### config.mk
export PLATFORM = sky130hd
export DESIGN_NAME = tpcs_top
export DESIGN_NICKNAME = d
export VERILOG_FILES = /design/src/rtl/tpcs_pkg.sv /design/src/rtl/tpcs_ext_if.sv /design/src/rtl/tpcs_pin_edge.sv /design/src/rtl/tpcs_top.sv
export VERILOG_INCLUDE_DIRS = /design/src /design/src/rtl
export SDC_FILE = /design/constraint.sdc
export NUM_CORES = 1
export LEC_CHECK = 0
export ABC_AREA = 1
export BUFFER_PORTS_ARGS = -buffer_cell sky130_fd_sc_hd__buf_2
export CAP_MARGIN = 0
export CORE_UTILIZATION = 48
export CTS_BUF_LIST = sky130_fd_sc_hd__clkbuf_8
export CTS_CLUSTER_SIZE = 24
export DETAILED_ROUTE_END_ITERATION = 10
export PLACE_DENSITY = 0.81
export SETUP_SLACK_MARGIN = 0.02
export SKIP_CTS_REPAIR_TIMING = 1
export SLEW_MARGIN = 20
export SYNTH_ARGS = -nofsm -noshare
export SYNTH_HDL_FRONTEND = slang
export SYNTH_SLANG_ARGS = --single-unit
### constraint.sdc
create_clock -name pclk -period 1.9 [get_ports pclk]
set_clock_uncertainty 0.05 [all_clocks]
set_input_delay 0.19 -clock pclk [delete_from_list [all_inputs] [get_ports pclk]]
set_output_delay 0.19 -clock pclk [all_outputs]
set_load 0.05 [all_outputs]
### src/rtl/tpcs_map.svh
// Register offsets, field positions, reset values and codes of the timer prescaler block.
`ifndef TPCS_MAP_SVH
`define TPCS_MAP_SVH

`define TPCS_CTRL_OFF 12'h000
`define TPCS_CS0_OFF 12'h004
`define TPCS_CS1_OFF 12'h008
`define TPCS_STAT_OFF 12'h00c

`define TPCS_HOLD_BIT 7
`define TPCS_PSR_BIT 0
`define TPCS_CTRL_RST 8'h00
`define TPCS_CS_RST 3'h0

`define TPCS_CS_STOP 3'h0
`define TPCS_CS_SYS 3'h1
`define TPCS_CS_DIV8 3'h2
`define TPCS_CS_DIV64 3'h3
`define TPCS_CS_DIV256 3'h4
`define TPCS_CS_DIV1024 3'h5
`define TPCS_CS_EXT_FALL 3'h6
`define TPCS_CS_EXT_RISE 3'h7

`define TPCS_PRE_W 10
`define TPCS_TAP8_W 3
`define TPCS_TAP64_W 6
`define TPCS_TAP256_W 8
`define TPCS_TAP1024_W 10

`endif

### src/rtl/tpcs_pkg.sv
// Types shared by the timer prescaler and clock select logic.
package tpcs_pkg;
    typedef logic [2:0] tpcs_code_t;
    typedef enum logic [1:0] {
        TPCS_BUS_IDLE = 2'b01,
        TPCS_BUS_ACK = 2'b10
    } tpcs_bus_t;
endpackage

### src/rtl/tpcs_ext_if.sv
// Interface between the clock select logic and one count pin edge detector.
`timescale 1ns/100ps
interface tpcs_ext_if;
    logic [2:0] code;
    logic pulse;
    modport ctrl (output code, input pulse);
    modport edge_det (input code, output pulse);
endinterface

### src/rtl/tpcs_pin_edge.sv
// Count pin synchroniser and edge detector for one timer.
`timescale 1ns/100ps
module tpcs_pin_edge
    import tpcs_pkg::*;
(
    input wire logic pclk, // System clock.
    input wire logic presetn, // Asynchronous reset, active low.
    input wire logic pin, // Raw external count pin.
    tpcs_ext_if.edge_det ext // Select code in, count pulse out.
);
`include "tpcs_map.svh"

    logic lat_q, lat_d;
    logic sync_q, sync_d;
    logic prev_q, prev_d;

    // The negative-edge stage stands for the latch that is open while pclk is high.
    always_comb begin
        lat_d = pin;
        sync_d = lat_q;
        prev_d = sync_q;
    end

    always_ff @(negedge pclk or negedge presetn) begin
        if (!presetn) begin
            lat_q <= 1'b0;
        end else begin
            lat_q <= lat_d;
        end
    end

    always_ff @(posedge pclk or negedge presetn) begin
        if (!presetn) begin
            sync_q <= 1'b0;
            prev_q <= 1'b0;
        end else begin
            sync_q <= sync_d;
            prev_q <= prev_d;
        end
    end

    // One pulse per detected edge of the chosen polarity; never through the divider.
    always_comb begin
        case (ext.code)
            `TPCS_CS_EXT_RISE: ext.pulse = sync_q & ~prev_q;
            `TPCS_CS_EXT_FALL: ext.pulse = ~sync_q & prev_q;
            default: ext.pulse = 1'b0;
        endcase
    end
endmodule

### src/rtl/tpcs_top.sv
// Shared prescaler, per-timer clock select and APB control register file.
//
// The implementer's own choices: the placing of the registers and the APB register port.
`timescale 1ns/100ps
//
// Overview of operation
// - One shared prescaler, independent selects per timer.
// - Code 1 ticks every system clock.
// - Taps divide by 8, 64, 256, 1024.
// - Prescaler free running, untouched by selects.
// - First prescaled tick after 1 to N cycles.
// - Count pin sampled every system clock.
// - Latch open on high, then rising-edge registers.
// - Pulse per rising edge (7) or falling (6).
// - Pin edge to tick 1.5 to 2.5 cycles.
// - Pin pulses bypass the prescaler.
// - Hold mode keeps prescaler reset bit asserted.
// - Clearing hold mode loads reset bit from the write data.
// - Reset bit holds prescaler; self clears otherwise.
// - Codes 110 fall, 111 rise, 101 divide 1024.
// - Pin counts even when driven as output.
module tpcs_top
    import tpcs_pkg::*;
#(
    parameter int NUM_TIMERS = 2
) (
    input wire logic pclk, // System clock, 200 MHz.
    input wire logic presetn, // Asynchronous reset, active low.
    input wire logic psel, // APB select.
    input wire logic penable, // APB enable.
    input wire logic pwrite, // APB direction, high for write.
    input wire logic [11:0] paddr, // APB byte address.
    input wire logic [31:0] pwdata, // APB write data.
    input wire logic [3:0] pstrb, // APB byte strobes.
    output logic [31:0] prdata, // APB read data.
    output logic pready, // APB ready.
    output logic pslverr, // APB error for unmapped addresses.
    input wire logic [NUM_TIMERS-1:0] ext_count_pin, // External count pins.
    output logic [NUM_TIMERS-1:0] counter_tick, // One-cycle count enable per timer.
    output logic prescaler_reset_bit // Prescaler held in reset.
);
`include "tpcs_map.svh"

    ////////////////////////////////////////////////////////////////////////////
    // APB slave: one wait state, every access answered on the second access cycle.

    tpcs_bus_t bus_q, bus_d;
    logic [31:0] prdata_q, prdata_d;
    logic pslverr_q, pslverr_d;
    logic sync_hold_mode_q, sync_hold_mode_d;
    logic psr_q, psr_d;
    tpcs_code_t clock_source_code_q [NUM_TIMERS];
    tpcs_code_t clock_source_code_d [NUM_TIMERS];
    logic [`TPCS_PRE_W-1:0] pre_q, pre_d;
    logic [NUM_TIMERS-1:0] tick_q, tick_d;
    logic [NUM_TIMERS-1:0] ext_pulse;
    logic wr_en;
    logic mapped;
    logic [31:0] rd_val;

    always_comb begin
        mapped = 1'b1;
        rd_val = 32'h0000_0000;
        case (paddr)
            `TPCS_CTRL_OFF: begin
                rd_val[`TPCS_HOLD_BIT] = sync_hold_mode_q;
                rd_val[`TPCS_PSR_BIT] = psr_q;
            end
            `TPCS_CS0_OFF: rd_val[2:0] = clock_source_code_q[0];
            `TPCS_CS1_OFF: rd_val[2:0] = clock_source_code_q[1];
            `TPCS_STAT_OFF: begin
                rd_val[`TPCS_PRE_W-1:0] = pre_q;
                rd_val[16 +: NUM_TIMERS] = tick_q;
            end
            default: mapped = 1'b0;
        endcase
    end

    assign wr_en = (bus_q == TPCS_BUS_ACK) && psel && penable && pwrite && mapped && pstrb[0];

    always_comb begin
        bus_d = TPCS_BUS_IDLE;
        prdata_d = 32'h0000_0000;
        pslverr_d = 1'b0;
        case (bus_q)
            TPCS_BUS_IDLE: begin
                if (psel && penable) begin
                    bus_d = TPCS_BUS_ACK;
                    prdata_d = pwrite ? 32'h0000_0000 : rd_val;
                    pslverr_d = ~mapped;
                end
            end
            TPCS_BUS_ACK: bus_d = TPCS_BUS_IDLE;
            default: bus_d = TPCS_BUS_IDLE;
        endcase
    end

    ////////////////////////////////////////////////////////////////////////////
    // Control register and clock select codes.

    always_comb begin
        sync_hold_mode_d = sync_hold_mode_q;
        psr_d = psr_q;
        for (int i = 0; i < NUM_TIMERS; i++) begin
            clock_source_code_d[i] = clock_source_code_q[i];
        end
        // Without hold mode the reset bit lasts a single cycle.
        if (!sync_hold_mode_q) begin
            psr_d = 1'b0;
        end
        if (wr_en && paddr == `TPCS_CTRL_OFF) begin
            sync_hold_mode_d = pwdata[`TPCS_HOLD_BIT];
            if (pwdata[`TPCS_HOLD_BIT]) begin
                psr_d = pwdata[`TPCS_PSR_BIT];
            end else begin
                psr_d = pwdata[`TPCS_PSR_BIT];
            end
        end
        if (wr_en && paddr == `TPCS_CS0_OFF) begin
            clock_source_code_d[0] = pwdata[2:0];
        end
        if (wr_en && paddr == `TPCS_CS1_OFF) begin
            clock_source_code_d[1] = pwdata[2:0];
        end
    end

    always_ff @(posedge pclk or negedge presetn) begin
        if (!presetn) begin
            bus_q <= TPCS_BUS_IDLE;
            prdata_q <= 32'h0000_0000;
            pslverr_q <= 1'b0;
            sync_hold_mode_q <= 1'b0;
            psr_q <= 1'b0;
            for (int i = 0; i < NUM_TIMERS; i++) begin
                clock_source_code_q[i] <= `TPCS_CS_RST;
            end
        end else begin
            bus_q <= bus_d;
            prdata_q <= prdata_d;
            pslverr_q <= pslverr_d;
            sync_hold_mode_q <= sync_hold_mode_d;
            psr_q <= psr_d;
            for (int i = 0; i < NUM_TIMERS; i++) begin
                clock_source_code_q[i] <= clock_source_code_d[i];
            end
        end
    end

    ////////////////////////////////////////////////////////////////////////////
    // Shared prescaler: only the reset bit can stop or clear it.

    always_comb begin
        if (psr_q) begin
            pre_d = '0;
        end else begin
            pre_d = pre_q + `TPCS_PRE_W'(1);
        end
    end

    ////////////////////////////////////////////////////////////////////////////
    // Per-timer source selection. The count pin is always sampled, whatever
    // its direction, so software can drive it to count.

    genvar g;
    generate
        for (g = 0; g < NUM_TIMERS; g++) begin : g_tmr
            tpcs_ext_if ext ();
            assign ext.code = clock_source_code_q[g];
            assign ext_pulse[g] = ext.pulse;
            tpcs_pin_edge u_edge (
                .pclk(pclk),
                .presetn(presetn),
                .pin(ext_count_pin[g]),
                .ext(ext.edge_det)
            );
        end
    endgenerate

    always_comb begin
        for (int i = 0; i < NUM_TIMERS; i++) begin
            // A tap fires when the low bits of the shared counter are all ones,
            // so the first tick lands anywhere within one divider period.
            case (clock_source_code_q[i])
                `TPCS_CS_STOP: tick_d[i] = 1'b0;
                `TPCS_CS_SYS: tick_d[i] = 1'b1;
                `TPCS_CS_DIV8: tick_d[i] = ~psr_q & (&pre_q[`TPCS_TAP8_W-1:0]);
                `TPCS_CS_DIV64: tick_d[i] = ~psr_q & (&pre_q[`TPCS_TAP64_W-1:0]);
                `TPCS_CS_DIV256: tick_d[i] = ~psr_q & (&pre_q[`TPCS_TAP256_W-1:0]);
                `TPCS_CS_DIV1024: tick_d[i] = ~psr_q & (&pre_q);
                default: tick_d[i] = ext_pulse[i];
            endcase
        end
    end

    always_ff @(posedge pclk or negedge presetn) begin
        if (!presetn) begin
            pre_q <= '0;
            tick_q <= '0;
        end else begin
            pre_q <= pre_d;
            tick_q <= tick_d;
        end
    end

    assign prdata = prdata_q;
    assign pready = (bus_q == TPCS_BUS_ACK);
    assign pslverr = pslverr_q;
    assign counter_tick = tick_q;
    assign prescaler_reset_bit = psr_q;
endmodule

### Word-level counts from Yosys, hierarchy flattened

Cells that the tools add are included.

* add/sub/neg operators: 1
* multiplexer cells: 21
* bitwise operators: 14
* equal/unequal tests: 20
* reduce and logical (&&, ||, !) cells: 17

Operator list (number)
* $mux W18: 3
* $eq A12 B4 Y1 const B: 2
* $eq A3 B3 Y1 const B: 8
* $eq A12 B3 Y1 const B: 1
* $eq A3 B2 Y1 const B: 4
* $logic_not A12 Y1: 1
* $pmux W1 S6: 2
* $add A10 B1 Y10 const B: 1
* $mux W10: 1
* $reduce_and A10 Y1: 1
* $logic_and A1 B1 Y1: 9
* $and A1 B1 Y1: 8
* $mux W2: 4
* $reduce_and A8 Y1: 1
* $eq A3 B1 Y1 const B: 2
* $logic_not A3 Y1: 2
* $not A1 Y1: 6
* $pmux W1 S2: 3
* $pmux W2 S3: 1
* $reduce_and A6 Y1: 1
* $mux W1: 5
* $mux W4: 1
* $pmux W1 S4: 1
* $reduce_or A4 Y1: 1
* other kinds (4): 4

* input port bits: 55
* register bits after elaboration: 61
* output and inout bits: 37
* word-level logic and storage cells: 88

### Depth between registers and ports, before layout

* depth in word-level cells: 8
* gate-level depth with buffers: 9
* gate-level depth less buffers: 9

### Modules after synthesis

From an unflattened synthesis, not the netlist that was laid out.

* cells, all modules: 271
* area, all modules: 2208.4 sq um

By module, submodules not included
* tpcs_top: seq. area each 877.1 sq um, instances 1, cells each 243, area an instance 1970.6 sq um
* tpcs_pin_edge: seq. area each 75.1 sq um, instances 2, cells each 14, area an instance 118.9 sq um

==> flow_metrics.tcl <==
set metrics [dict create \
    vias_per_cell 4.81 \
    port_buffers 40 \
    status "complete, no violations" \
    layout_common_cells "41 x nand2_1, 40 x buf_2, 38 x dfrtp_1" \
    worstPathMaxFanout 4 \
    layout-drive-gt1-share_pct 22.9 \
    ant_nets 0 \
    slew_viol_final 0 \
    cellPowerDensity_mw_per_mm2 725 \
    cts.clk_slew.worst_paths_ns 0.07 \
    finalHoldViolations 0 \
    ys_async_sr_fraction_pct 100 \
    gp_congestion 0.900 \
    track_usage_pct 18.9 \
    start_util_pct 50.4 \
    clockRootBuffer "clkbuf_8" \
    hold_depth 3 \
    clkPwrFrac_pct 36.4 \
    drc 0 \
    ys_seq_area_share_pct 50.2 \
    dp_slack_ns 0.350 \
    htreeDepth 2 \
    die_area_mm2 0.00452 \
    fin_crit_ns 1.55 \
    tritoncts "yes" \
    ff2ff_setup_slack_ns 0.35 \
    internal_power_mw 1.25 \
    ios 92 \
    arrival_ns 1.73 \
    netlist_instances 240 \
    grt_max_degree 39 \
    seqPwrFrac_pct 53.0 \
    fmax_mhz 644 \
    wl_per_cell_um 11.1 \
    avgSynthCellArea_um2 8.52 \
    setup_viol 0 \
    crit_required_ns 2.08 \
    placementRows 23 \
    pwr-share-comb_pct 10.7 \
    reg2reg_depth 9 \
    grt_pass1_wl_mm 6.20 \
    die_w_um 67.3 \
    p_sw_mw 0.448 \
    synth_ff_type "dfrtp_1" \
    insertion_delay_ns 0.30 \
    peakVddDrop_v 0.000331 \
    timing_worst_setup_path_type "flip-flop to flip-flop" \
    synth.distinct_cells 29 \
    syn2layout_area_growth_pct 14.6 \
    rsz0062_at_grt "false" \
    clock-sinks 41 \
    n_antenna_cell 0 \
    switching_share_pct 26.4 \
    setup_ws_ns 0.347 \
    synth_edf_count 0 \
    hpwlAfterDp_mm 2.88 \
    startpoint_type "flip-flop" \
    die_h_um 67.3 \
    grt_pass1_vias 1455 \
    p_leak_nw 1.28 \
    ys_ff_latch 41 \
    fin_nets 344 \
    final_common_cell "nand2_1" \
    hp-class "input port to flip-flop" \
    nFillCells 362 \
    coreArea_mm2 0.00406 \
    antenna_found_initial 0 \
    post-route-period-util_pct 81.8 \
    grt_remaining_overflow 0 \
    drt_first_pass_iters 4 \
    drv_cap 0 \
    drt-total-wl_mm 3.76 \
    setup_tns_ns 0 \
    vias 1627 \
    cp-end-kind "flip-flop" \
    cts_buffers 5 \
    cts_buffer_depth 2 \
    syn_area_mm2 0.00204 \
    yosys_warnings 0 \
    drt-initial-drc-count 93 \
]
-- stage by stage --
step	util (%)	cells	total power, mW	hold slack [ns]	area (um2)
after floorplan	-	259	1.07	-0.156	2120
after global placement	55.0	329	1.09	-0.0307	2230
after detailed placement	55.0	329	1.10	-0.0322	2230
after CTS	57.5	337	1.70	-0.345	2330
after global routing	57.8	338	1.75	0.0822	2340
final	57.8	338	1.70	0.0738	2340
-- layout make-up --
type                       count  area [um2]  area share [%]
sequential                    41        1030            43.8
timing repair buffer          43         225            9.61
tap                           50        62.6            2.67
clock buffer                   7        96.3            4.11
multi-input combinational    161         796            34.0
inverter                      35         131            5.61
clock inverter                 1        5.00           0.214
-- path summary, 6_finish.rpt --
path	from	to
worst min register to register	g_tmr[0].u_edge.prev_d$_DFF_PN0_	g_tmr[0].u_edge.prev_q$_DFF_PN0_
min in group asynchronous	presetn	g_tmr[0].u_edge.prev_d$_DFF_PN0_
worst min-delay path	pwdata[7]	sync_hold_mode_q$_DFFE_PN0P_
max in group asynchronous	presetn	g_tmr[1].u_edge.lat_q$_DFF_NN0_
worst max register to register	pre_q[0]$_DFF_PN0_	counter_tick[1]$_DFF_PN0_
worst max-delay path	pre_q[0]$_DFF_PN0_	counter_tick[1]$_DFF_PN0_
-- power by group through the flow --
| stage | clock [mW] | combinational, mW | sequential, mW |
|---|---|---|---|
| global placement | 0 | 0.178 | 0.916 |
| floorplan | 0 | 0.155 | 0.919 |
| CTS | 0.620 | 0.181 | 0.900 |
| finish | 0.618 | 0.181 | 0.900 |
| global route | 0.654 | 0.197 | 0.902 |
| detailed placement | 0 | 0.180 | 0.917 |
-- cells by family (layout without fill, tap and decap cells) --
logic type / after synthesis / in the layout / share of synthesized area (%)
DFF: 41 / 41 / 50.2
adders and majority gates: 2 / 2 / 1.22
buffers and inverters: 57 / 86 / 14.3
and+or+nand+nor: 111 / 111 / 26.4
AOI/OAI and AO/OA: 28 / 28 / 7.59
other: 1 / 20 / 0.183
-- worst max-delay path, stage by stage, from the launching register on --
cell and delay [ns]:
dfrtp_1 0.39, ha_1 0.20, nand3_1 0.12, nor2_1 0.19, nand2_1 0.14, nor2_1 0.16
nand2_1 0.07, nand3_1 0.06, nand2_1 0.05, nand2_1 0.06
-- registers in the layout, indices dropped and copies added, names as in the netlist --
register and count:
prdata 12, g_tmr.u_edge.prev_d 2, counter_tick 2, g_tmr.u_edge.prev_q 2, g_tmr.u_edge.lat_q 2, sync_hold_mode_q 1, bus_q 2, prescaler_reset_bit 1
g_tmr.ext.code 6, pre_q 10, pslverr 1
-- cell usage after synthesis, drive strengths merged, types with 2 or more instances --
cell   count  area [um2]
nand2     45         179
dfrtp     38         951
inv       35         131
nor2      25         113
buf       21         158
nand3     18        95.1
o21ai     13        65.1
nor3      12        82.6
a21oi      9        48.8
nand4      9        56.3
a31oi      2        12.5
dfrtn      2        50.1
ha         2        25.0
o22ai      2        12.5
-- metal layers --
layer | share of wire, % | global-route usage, % | up-vias
li1 | - | - | 827
met1 | 45 | 22.9 | 740
met2 | 47 | 31.9 | 55
met3 | 5.8 | 5.07 | 5
met4 | 1.5 | 7.18 | 0
met5 | 0 | 0 | -
Power figures use the tool's default switching activity.
